### config.mk
export PLATFORM = sky130hd
export DESIGN_NAME = cpu_address_arithmetic
export DESIGN_NICKNAME = d
export VERILOG_FILES = /design/src/design/cpu_address_arithmetic.v /design/src/design/addr_adder.v
export VERILOG_INCLUDE_DIRS = /design/src /design/src/design
export SDC_FILE = /design/constraint.sdc
export NUM_CORES = 1
export LEC_CHECK = 0
export BUFFER_PORTS_ARGS = -buffer_cell sky130_fd_sc_hd__buf_2
export CORE_AREA = 2 2 153 110
export CTS_CLUSTER_SIZE = 25
export DETAILED_ROUTE_END_ITERATION = 6
export DIE_AREA = 0 0 155 112
export PLACE_DENSITY = 0.48
export SYNTH_ARGS = -nofsm -noshare
export SYNTH_HDL_FRONTEND = slang
export SYNTH_SLANG_ARGS = --single-unit
export TNS_END_PERCENT = 5
### constraint.sdc
create_clock -name core_clk -period 4.72 [get_ports core_clk]
set_input_delay 0.944 -clock core_clk [delete_from_list [all_inputs] [get_ports core_clk]]
set_output_delay 0.944 -clock core_clk [all_outputs]
set_load 0.02 [all_outputs]
### src/design/addr_arith_map.vh
// Field positions, cycle codes and reset values for the address arithmetic
`ifndef ADDR_ARITH_MAP_VH
`define ADDR_ARITH_MAP_VH
// Instruction word fields
`define IR_POST_X_BIT 10
`define IR_IND_BIT 9
`define IR_PRE_B_BIT 8
`define IR_DISP_MSB 7
`define IR_DISP_LSB 0
`define IR_DISP_SIGN 7
// Microinstruction cycle field
`define MIR_CYC_MSB 23
`define MIR_CYC_LSB 21
`define MIR_WIDTH 24
// Cycle codes in the microinstruction cycle field
`define CYC_IDLE 3'h0
`define CYC_FETCH 3'h1
`define CYC_OPREAD 3'h2
`define CYC_INDREAD 3'h3
`define CYC_STORE 3'h4
// Reset values and counter step
`define RST_WORD 16'h0000
`define RST_PC 16'h0000
`define PC_STEP 16'h0001
`endif

### src/design/cpu_address_arithmetic.v
// Address generation datapath: address source select, adders and virtual address latch
//
// Contract
// - Adder operands are chosen by the three mode bits of the instruction register and by the indirect read cycle code.
// - The memory cycle kind comes from microinstruction register bits 21 to 23.
// - A fetch uses the program counter as address and increments it by one.
// - Every non-fetch reference gets its address from two adders with selectors.
// - Fetch, operand read and indirect read are reads, store is a write; only fetch steps the counter.
// - Entering fetch loads the counter into the address latch and raises a request.
// - A fetched word goes into both the instruction and holding registers.
// - With no mode bits set the address is counter plus sign-extended displacement.
// - Indirect mode makes two memory references, indirect address then operand.
// - With base pre-indexing and indirection the first address is base plus displacement.
// - The word read by the indirect cycle is captured in the holding register.
// - With indirection and post-indexing the operand address is the holding register plus the index register.
// - Bit 10 is post-index, bit 9 indirect, bit 8 pre-index, bits 0 to 7 the displacement.
// - The displacement is sign extended over the range -128 to +127.
// - Indexing adds no cycles; only indirection adds one memory cycle.
`timescale 1ns/1ps
`include "addr_arith_map.vh"
module cpu_address_arithmetic (
    // Clock and reset
    input wire core_clk,
    input wire rst_n,
    // Microprogram control
    input wire [23:0] microinstruction_register,
    input wire cycle_start,
    // Register file operands
    input wire [15:0] index_reg,
    input wire [15:0] base_reg,
    // Memory interface
    input wire mem_done,
    input wire [15:0] mem_rdata,
    output reg [15:0] virt_addr,
    output reg mem_req,
    output reg mem_write,
    // Datapath state to the rest of the CPU
    output reg [15:0] program_counter,
    output reg [15:0] instr_reg,
    output reg [15:0] hold_reg,
    output reg [2:0] cycle_kind,
    output reg busy
);
    // ------------------------------------------------------------
    // Cycle decode
    // ------------------------------------------------------------
    localparam ST_IDLE = 1'b0;
    localparam ST_WAIT = 1'b1;

    reg state_q;
    wire [2:0] cyc_sel;
    wire post_x;
    wire ind;
    wire pre_b;
    wire [15:0] disp_ext;
    wire cyc_valid;
    assign cyc_sel = microinstruction_register[`MIR_CYC_MSB:`MIR_CYC_LSB];
    assign post_x = instr_reg[`IR_POST_X_BIT];
    assign ind = instr_reg[`IR_IND_BIT];
    assign pre_b = instr_reg[`IR_PRE_B_BIT];
    assign disp_ext = {{8{instr_reg[`IR_DISP_SIGN]}}, instr_reg[`IR_DISP_MSB:`IR_DISP_LSB]};
    assign cyc_valid = (cyc_sel == `CYC_FETCH) || (cyc_sel == `CYC_OPREAD) ||
                       (cyc_sel == `CYC_INDREAD) || (cyc_sel == `CYC_STORE);

    // ------------------------------------------------------------
    // Address arithmetic: two adders with input selectors
    // ------------------------------------------------------------
    // First adder forms the pre-indexed address, the second adds X after
    // an optional indirection so X indexing costs no extra cycle.
    reg [15:0] a1_base;
    reg [15:0] a2_a;
    reg [15:0] a2_b;
    wire [15:0] sum1;
    wire [15:0] sum2;

    always @* begin
        a1_base = pre_b ? base_reg : program_counter;
        if (cyc_sel == `CYC_INDREAD) begin
            a2_a = sum1;
            a2_b = `RST_WORD;
        end else if (ind) begin
            a2_a = hold_reg;
            a2_b = post_x ? index_reg : `RST_WORD;
        end else begin
            a2_a = sum1;
            a2_b = post_x ? index_reg : `RST_WORD;
        end
    end

    addr_adder u_pre (
        .a(a1_base),
        .b(disp_ext),
        .sum(sum1)
    );

    addr_adder u_post (
        .a(a2_a),
        .b(a2_b),
        .sum(sum2)
    );

    // ------------------------------------------------------------
    // Request decode
    // ------------------------------------------------------------
    wire start_ok;
    wire start_fetch;
    wire start_store;
    wire load_ir;
    wire load_hold;
    // Starts are ignored while busy so the latch cannot move under a request.
    assign start_ok = (state_q == ST_IDLE) && cycle_start && cyc_valid;
    assign start_fetch = start_ok && (cyc_sel == `CYC_FETCH);
    assign start_store = start_ok && (cyc_sel == `CYC_STORE);
    // Fetch fills both registers; either read fills the holding register
    assign load_ir = (state_q == ST_WAIT) && mem_done && (cycle_kind == `CYC_FETCH);
    assign load_hold = (state_q == ST_WAIT) && mem_done &&
                       ((cycle_kind == `CYC_FETCH) || (cycle_kind == `CYC_INDREAD) ||
                        (cycle_kind == `CYC_OPREAD));

    // ------------------------------------------------------------
    // Next values
    // ------------------------------------------------------------
    reg state_d;
    reg [15:0] virt_addr_d;
    reg mem_req_d;
    reg mem_write_d;
    reg [15:0] program_counter_d;
    reg [15:0] instr_reg_d;
    reg [15:0] hold_reg_d;
    reg [2:0] cycle_kind_d;
    reg busy_d;

    always @* begin
        state_d = state_q;
        virt_addr_d = virt_addr;
        mem_req_d = mem_req;
        mem_write_d = mem_write;
        program_counter_d = program_counter;
        cycle_kind_d = cycle_kind;
        busy_d = busy;
        case (state_q)
            ST_IDLE: begin
                if (start_ok) begin
                    state_d = ST_WAIT;
                    mem_req_d = 1'b1;
                    busy_d = 1'b1;
                    cycle_kind_d = cyc_sel;
                    mem_write_d = start_store;
                    if (start_fetch) begin
                        virt_addr_d = program_counter;
                        program_counter_d = program_counter + `PC_STEP;
                    end else begin
                        virt_addr_d = sum2;
                    end
                end
            end
            ST_WAIT: begin
                // Address latch holds for the whole request
                if (mem_done) begin
                    state_d = ST_IDLE;
                    mem_req_d = 1'b0;
                    mem_write_d = 1'b0;
                    busy_d = 1'b0;
                    cycle_kind_d = `CYC_IDLE;
                end
            end
            default: begin
                state_d = ST_IDLE;
                mem_req_d = 1'b0;
                mem_write_d = 1'b0;
                busy_d = 1'b0;
                cycle_kind_d = `CYC_IDLE;
            end
        endcase
    end

    // ------------------------------------------------------------
    // Read data steering
    // ------------------------------------------------------------
    // Store ends leave both registers alone; no write data comes back
    always @* begin
        instr_reg_d = instr_reg;
        hold_reg_d = hold_reg;
        if (load_ir) begin
            instr_reg_d = mem_rdata;
        end
        if (load_hold) begin
            hold_reg_d = mem_rdata;
        end
    end

    // ------------------------------------------------------------
    // Registers
    // ------------------------------------------------------------
    // Every output is a flop so the memory side sees no decode glitches
    always @(posedge core_clk or negedge rst_n) begin
        if (!rst_n) begin
            state_q <= ST_IDLE;
            virt_addr <= `RST_WORD;
            mem_req <= 1'b0;
            mem_write <= 1'b0;
            program_counter <= `RST_PC;
            instr_reg <= `RST_WORD;
            hold_reg <= `RST_WORD;
            cycle_kind <= `CYC_IDLE;
            busy <= 1'b0;
        end else begin
            state_q <= state_d;
            virt_addr <= virt_addr_d;
            mem_req <= mem_req_d;
            mem_write <= mem_write_d;
            program_counter <= program_counter_d;
            instr_reg <= instr_reg_d;
            hold_reg <= hold_reg_d;
            cycle_kind <= cycle_kind_d;
            busy <= busy_d;
        end
    end
endmodule

### src/design/addr_adder.v
// Selector-fed 16-bit adder stage of the address arithmetic
`timescale 1ns/1ps
module addr_adder (
    // Operands
    input wire [15:0] a,
    input wire [15:0] b,
    // Sum
    output wire [15:0] sum
);
    assign sum = a + b;
endmodule

==> results of run 1 <==
[layout make-up]
class                           instances  area share [%]
Inverter                                7          0.4444
Sequential cell                        70           29.62
Antenna cell                            1         0.04232
Multi-Input combinational cell        385           47.69
Tap cell                              205           4.338
Clock inverter                          4           1.185
Timing Repair Buffer                  139           12.40
Clock buffer                           11           4.274
[synthesized netlist by cell type, drive strengths merged (5+ instances only)]
library cell	n	area share, %
a22oi	5	0.80
ha	31	8.3
clkbuf	13	1.0
dfrtp	70	38
inv	7	0.56
and3	20	2.7
o21ai	36	3.9
a21oi	41	4.5
a21o	10	1.6
nand2	45	3.6
nand3	11	1.2
mux2	47	11
buf	5	0.70
nor3	6	0.86
nor2	32	2.6
o21a	5	0.80
xnor2	23	4.3
xor2	17	3.2
a31oi	7	0.94
[tightest hold or removal path, stage by stage, from the launching register on]
cell	delay, ns
dfrtp_1	0.34
nand2_1	0.04
o21ai_0	0.06
[routing by layer]
metal	up-vias	share of wire, %	global-route usage, %	routed length, um
met5	-	0	0	0
met4	0	0.22	3.086	31
met3	2	5.3	4.360	735
met2	106	44	25.13	6136
met1	1977	50	23.04	6962
li1	2010	-	-	-
[power by group]
group / switching (mW) / internal (mW)
combinational: 1.56 / 1.21
sequential: 0.240 / 0.824
clock: 0.253 / 0.487
total: 2.05 / 2.52
[per-stage QoR]
| stage | area [um^2] | total power, mW |
|---|---|---|
| floorplan | 4668 | 3.053 |
| global placement | 5585 | 3.802 |
| detailed placement | 5585 | 3.853 |
| CTS | 5908 | 4.629 |
| global route | 5911 | 5.017 |
| finish | 5913 | 4.577 |
[timing repair]
| item | 4_1_cts | 5_1_grt |
|---|---|---|
| setup endpoints to repair | 0 | 3 |
| gates resized for setup | 0 | 2 |
| hold endpoints to repair | 0 | 0 |
[worst max path at each step]
| stage | startpoint | to | slack, ns | depth (start not counted) |
|---|---|---|---|---|
| floorplan | base_reg[0] | virt_addr[15]$_DFFE_PN0P_ | 0.31 | 18 |
| global route | base_reg[0] | virt_addr[15]$_DFFE_PN0P_ | 0.02 | 20 |
| global placement | base_reg[0] | virt_addr[11]$_DFFE_PN0P_ | -0.03 | 18 |
| CTS | base_reg[0] | virt_addr[15]$_DFFE_PN0P_ | 0.25 | 18 |
| detailed placement | base_reg[0] | virt_addr[15]$_DFFE_PN0P_ | -0.09 | 18 |
| finish | base_reg[0] | virt_addr[15]$_DFFE_PN0P_ | 0.28 | 18 |
[kinds of logic (layout without fill, tap and decap cells)]
group           count (synthesis)  count (layout)  synth area share (%)
compound gates                129             129                 17.69
xor+xnor                       40              40                 7.505
fa+ha+maj                      33              33                 9.166
buf+inv                        25             161                 2.305
flops                          70              70                 37.52
mux                            51              51                 12.20
other cells                     0               1                     0
simple gates                  132             132                 13.62
[placed cells by master, fill, tap and decap left out, types with 5 or more instances in the layout]
cell and count:
xnor2_1 23, inv_1 7, dfrtp_1 70, buf_2 124, nand3_1 11, and3_1 20, clkbuf_16 9, nand2_1 45
a21oi_1 40, ha_1 31, o21ai_0 31, a22oi_1 5, o21a_1 5, xor2_1 17, mux2_2 47, nor2_1 32
a31oi_1 7, a21o_1 9, buf_4 15
==> summary.md, run 1 <==
| Metric | Value |
|---|---|
| Hold buffers post-CTS | `0` |
| CP Capture Type | `register` |
| Max-slew headroom | `between 40% and 50%` |
| Sink Count | `70` |
| Core Util, Final | `a little under two fifths` |
| Routed Antenna Nets | `0` |
| Post-DP HPWL | `about 11,000 um` |
| Clock latency on the worst-skew pair | `approximately 0.33 ns` |
| Hold Path Depth | `2` |
| Post-synth EDFFs | `0` |
| Critical hold path startpoint | `virt_addr[11]$_DFFE_PN0P_` |
| Ratio of cells with drive above 1 in the final layout | `34.90%` |
| Setup CP Type | `input pin to register` |
| IO Port Bufs | `between 100 and 150` |
| Synth async-reset ratio | `100.0%` |
| Worst-path clk slew | `approximately 0.06 ns` |
| Final period utilization | `a little over nine tenths` |
| Final wirelength | `~14,000 um` |
| Slowest CP cell | `a2111oi_2` |
| Post-Synthesis Cells | `between 400 and 500` |
| Final Net Count | `between 700 and 800` |
| Achievable frequency | `around 0.22 GHz` |
| Worst Reg-to-Reg Cells | `17` |
| CTS buffer count | `9` |
| CP bufs+invs | `1` |
| Multi-input combinational cell area | `2820 um^2` |
| Worst slew pin tran | `0.8055 ns` |
| Hold slack | `roughly 0.47 ns` |
| CP Cell Sequence | `buf_2 -> mux2_2 -> ha_1 -> fa_2 -> a211o_1 -> a21oi_2 -> o21ai_1 -> a2111oi_2 -> o21bai_1 -> a21oi_1 -> xor2_1 -> o21ai_1 -> ha_1 -> a21o_1 -> a21o_1 -> a41oi_2 -> xnor2_1 -> o21ai_1` |
| CP Max Fanout | `3` |
| CP arrival | `approximately 4.7 ns` |
| Pre-CTS setup slack | `-0.08963 ns` |
| Worst hold path type | `register to register` |
| Final GP Congestion | `between 0.8 and 0.9` |
| Core area | `approximately 16,000 um^2` |
| # fillers | `1,660` |
| Worst path top cell family by delay | `compound AO/OA/AOI/OAI gates` |
| Post-synth top flop | `dfrtp_1` |
| Global-route wire length before repair | `22,240 um` |
| Yosys warns | `0` |
| # rows | `39` |
| Setup ws final | `between 0.2 and 0.3 ns` |
| RSZ-0062 raised after global routing | `no` |
| Sum of negative setup slack | `0 ns` |
| Vias in the first global route | `4,187` |
| Type of origin of the critical path | `input pin` |
| Worst vdd ir | `between 300 and 400 uV` |
| Initial antenna violation count | `1` |
| Static Leak | `2.936 nW` |
| Seq cells post-synth | `70` |
| CP peak stage delay | `~0.5 ns` |
| Clk_skew | `around 0.0087 ns` |
| Post-CTS Setup Bufs | `0` |
| CTS tree | `yes` |
| Die area | `roughly 17,000 um^2` |
| Overall Global Routing Usage | `~16%` |
| Status | `finished clean` |
| Die height | `112 um` |
| DRC violations left | `0` |
| Most numerous cell on the critical path | `o21ai_1` |
| Synth-to-Final Area Change | `26.67%` |
| Pin count of the biggest net entering global routing | `40` |
| Fin crit period | `~4.4 ns` |
| Clk buf depth | `2` |
| Post-synthesis sequential area ratio | `37.52%` |
| Initial Util | `29.26%` |
| Mapped Nets | `between 500 and 600` |
| Max Slew Vio Count | `0` |
| Max Cap Viol | `0` |
| Per-cell routed wire length | `16.87 um` |
| Inst Count DP | `between 800 and 900` |
| Reg-to-reg startpoint | `instr_reg[8]$_DFFE_PN0P_` |
| Mean Syn Cell Area | `approximately 9.7 um^2` |
| Hold Fails Final Rpt | `0` |
| Num ports | `approximately 150` |
| Synthesized area | `~4700 um^2` |
| Sequential standard cell area | `about 1800 um^2` |
| PwrDens | `between 700 and 800 nW/um^2` |
| CP required | `around 4.9 ns` |
| Hold Path End | `virt_addr[11]$_DFFE_PN0P_` |
| Capture point of the worst reg-to-reg path | `virt_addr[15]$_DFFE_PN0P_` |
| Via/cell ratio | `roughly 5` |
| Worst R2R Setup Slack | `about 0.37 ns` |
| CTS H-tree lvls | `3` |
| Total grt overflow | `0` |
| Die Width | `~160 um` |
| Clk root buf | `clkbuf_16` |
| Final setup fails | `0` |
| Drt pass-1 iters | `5` |
| 1st-iter DRT viols | `163` |
| Synth cell types | `52` |
| Non-filler cells, final | `roughly 820` |
| Via count | `between 4k and 5k` |
(Power assumes the default switching activity.)
==> run 2, diff against run 1 <==
--- a/config.mk
+++ b/config.mk
@@ -8,6 +8,7 @@
 export LEC_CHECK = 0
 export BUFFER_PORTS_ARGS = -buffer_cell sky130_fd_sc_hd__buf_2
 export CORE_AREA = 2 2 153 110
+export CTS_BUF_LIST = sky130_fd_sc_hd__clkbuf_4
 export CTS_CLUSTER_SIZE = 25
 export DETAILED_ROUTE_END_ITERATION = 6
 export DIE_AREA = 0 0 155 112
==> run 2 against run 1 <==
Critical path depth decreased by 1. Clock power is 43% lower. Final cell count unchanged.
==> summary.md, run 2 (same netlist as run 1, synthesis figures left out) <==
| Metric | Value |
|---|---|
| Final period utilization | `93.52% (-0.65 points)` |
| IO Port Bufs | `124 (unchanged)` |
| Met3 Track Usage GR | `4.360% (unchanged)` |
| Die area | `17,360 um^2 (unchanged)` |
| Pre-CTS setup slack | `-0.08963 ns (unchanged)` |
| Worst hold path type | `register to register` |
| Max Cap Viol | `0 (unchanged)` |
| Final setup fails | `0 (unchanged)` |
| Initial antenna violation count | `1 (unchanged)` |
| GR Util met1 | `22.78% (-0.27 points)` |
| Final GP Congestion | `0.8142 (unchanged)` |
| PwrDens | `741.1 nW/um^2 (-4.3%)` |
| Per-cell routed wire length | `16.83 um (-0.22%)` |
| Max Slew Vio Count | `0 (unchanged)` |
| Synth-to-Final Area Change | `22.81%` |
| Post-DP HPWL | `11,000 um (unchanged)` |
| Die height | `112 um (unchanged)` |
| CTS H-tree lvls | `3 (unchanged)` |
| Initial Util | `29.26% (unchanged)` |
| Via/cell ratio | `4.978 (about the same)` |
| CTS buffer count | `9 (unchanged)` |
| Clock latency on the worst-skew pair | `0.43 ns (+0.10 ns)` |
| Met2 usage in global routing | `24.98% (-0.15 points)` |
| Clk buf depth | `2 (unchanged)` |
| # fillers | `1,674 (+0.84%)` |
| Post-cts gate resize count | `0 (unchanged)` |
| Final Net Count | `721 (unchanged)` |
| Post-CTS Setup Bufs | `0 (unchanged)` |
| Hold Fails Final Rpt | `0 (unchanged)` |
| Max-slew headroom | `45.56% (-0.58 points)` |
| Worst-path clk slew | `0.11 ns (+0.05 ns)` |
| # rows | `39 (unchanged)` |
| Achievable frequency | `0.2265 GHz (+0.69%)` |
| CP required | `5.03 ns (+0.11 ns)` |
| 1st-iter DRT viols | `142 (-13%)` |
| CTS tree | `yes` |
| Status | `finished clean` |
| Hold slack | `0.4873 ns (+0.01271 ns)` |
| Worst slew pin tran | `0.8143 ns (+0.008741 ns)` |
| Commonest non-fill, non-tap cell in the layout | `buf_2` |
| Die Width | `155 um (unchanged)` |
| Global-route wire length before repair | `22,050 um (-0.84%)` |
| DRC violations left | `0 (unchanged)` |
| Clk root buf | `clkbuf_4` |
| Drt pass-1 iters | `4 (-1)` |
| Core area | `15,960 um^2 (unchanged)` |
| Worst vdd ir | `333.2 uV (+0.85%)` |
| CP Capture Type | `register` |
| CP Max Fanout | `6 (+3)` |
| Core Util, Final | `35.93% (-1.1 points)` |
| Pin count of the biggest net entering global routing | `40 (unchanged)` |
| Setup CP Type | `register to register` |
| CP arrival | `4.72 ns (+0.07 ns)` |
| Via count | `4,092 (-0.073%)` |
| Sink Count | `70 (unchanged)` |
| Most frequent cells in the layout | `buf_2, dfrtp_1, mux2_2` |
| Final wirelength | `13,840 um (-0.22%)` |
| Type of origin of the critical path | `register` |
| Multi-input combinational cell area | `2818 um^2 (about the same)` |
| Routed Antenna Nets | `0 (unchanged)` |
| Total grt overflow | `0 (unchanged)` |
| Sequential standard cell area | `1752 um^2 (unchanged)` |
| Overall Global Routing Usage | `16.12% (-0.16 points)` |
| RSZ-0062 raised after global routing | `no` |
| Clk_skew | `0.01553 ns (+0.006853 ns)` |
| Static Leak | `2.857 nW (-2.7%)` |
| Fin crit period | `4.414 ns (-0.03050 ns)` |
| Hold buffers post-CTS | `0 (unchanged)` |
| Setup ws final | `0.3060 ns (+0.03050 ns)` |
| Vias in the first global route | `4,156 (-0.74%)` |
| Busiest grt layer | `met2` |
| Ratio of cells with drive above 1 in the final layout | `34.42% (-0.49 points)` |
| Num ports | `146 (unchanged)` |
| Overall power | `4.248 mW (-7.2%)` |
## run 2: cell count changes in the layout (fill, tap and decap cells not counted)
cell and change:
clkbuf_16 -9, clkbuf_4 +9, clkbuf_8 -2, clkinv_1 +2, fa_1 +1, fa_2 -1, o21ai_0 +1, o21ai_1 -1
## run 2: per-stage QoR
stage               area, um^2  setup TNS, ns  instances
floorplan                 4668              0        480
global placement          5585       -0.03052        806
detailed placement        5585        -0.2585        806
CTS                       5731              0        821
global route              5731              0        821
finish                    5733              0        822
## run 2: path summary, 6_finish.rpt
kind	start	endpoint	slack, ns	cells after the start
worst max-delay path	instr_reg[8]$_DFFE_PN0P_	virt_addr[15]$_DFFE_PN0P_	0.31	17
max in group asynchronous	rst_n	hold_reg[9]$_DFFE_PN0P_	3.13	2
worst min register to register	virt_addr[11]$_DFFE_PN0P_	virt_addr[11]$_DFFE_PN0P_	0.49	2
min in group asynchronous	rst_n	virt_addr[0]$_DFFE_PN0P_	0.57	1
worst min-delay path	virt_addr[11]$_DFFE_PN0P_	virt_addr[11]$_DFFE_PN0P_	0.49	2
worst max register to register	instr_reg[8]$_DFFE_PN0P_	virt_addr[15]$_DFFE_PN0P_	0.31	17
## run 2: per-layer routing
metal	part of all wire, %	vias up	wire length (um)
li1	-	2011	-
met5	0	-	0
met1	50	1951	6869
met4	0.58	0	80
met2	44	122	6034
met3	6.2	8	851
## run 2: report_power, final
group / switching (mW) / internal (mW) / leakage [nW] / total (mW)
registers: 0.238 / 0.820 / 0.889 / 1.06
logic: 1.56 / 1.21 / 1.89 / 2.77
clock network: 0.217 / 0.207 / 0.0806 / 0.424
## run 2: layout make-up
type                    instances  share of cell area (%)
diodes                          1                 0.04365
clock buffers                   9                   1.179
clock inverters                 6                   1.353
inverters                       7                  0.4583
multi-input cells             385                   49.15
flip-flops and latches         70                   30.55
well taps                     205                   4.474
repair buffers                139                   12.79
## run 2: critical path, stage by stage, from the launching register on
cell and delay, ns:
dfrtp_1 0.52, mux2_2 0.38, ha_1 0.21, fa_1 0.43, a211o_1 0.29, a21oi_2 0.18, o21ai_1 0.14, a2111oi_2 0.51
o21bai_1 0.18, a21oi_1 0.20, xor2_1 0.16, o21ai_1 0.08, ha_1 0.21, a21o_1 0.20, a21o_1 0.19, a41oi_2 0.16
xnor2_1 0.17, o21ai_1 0.09
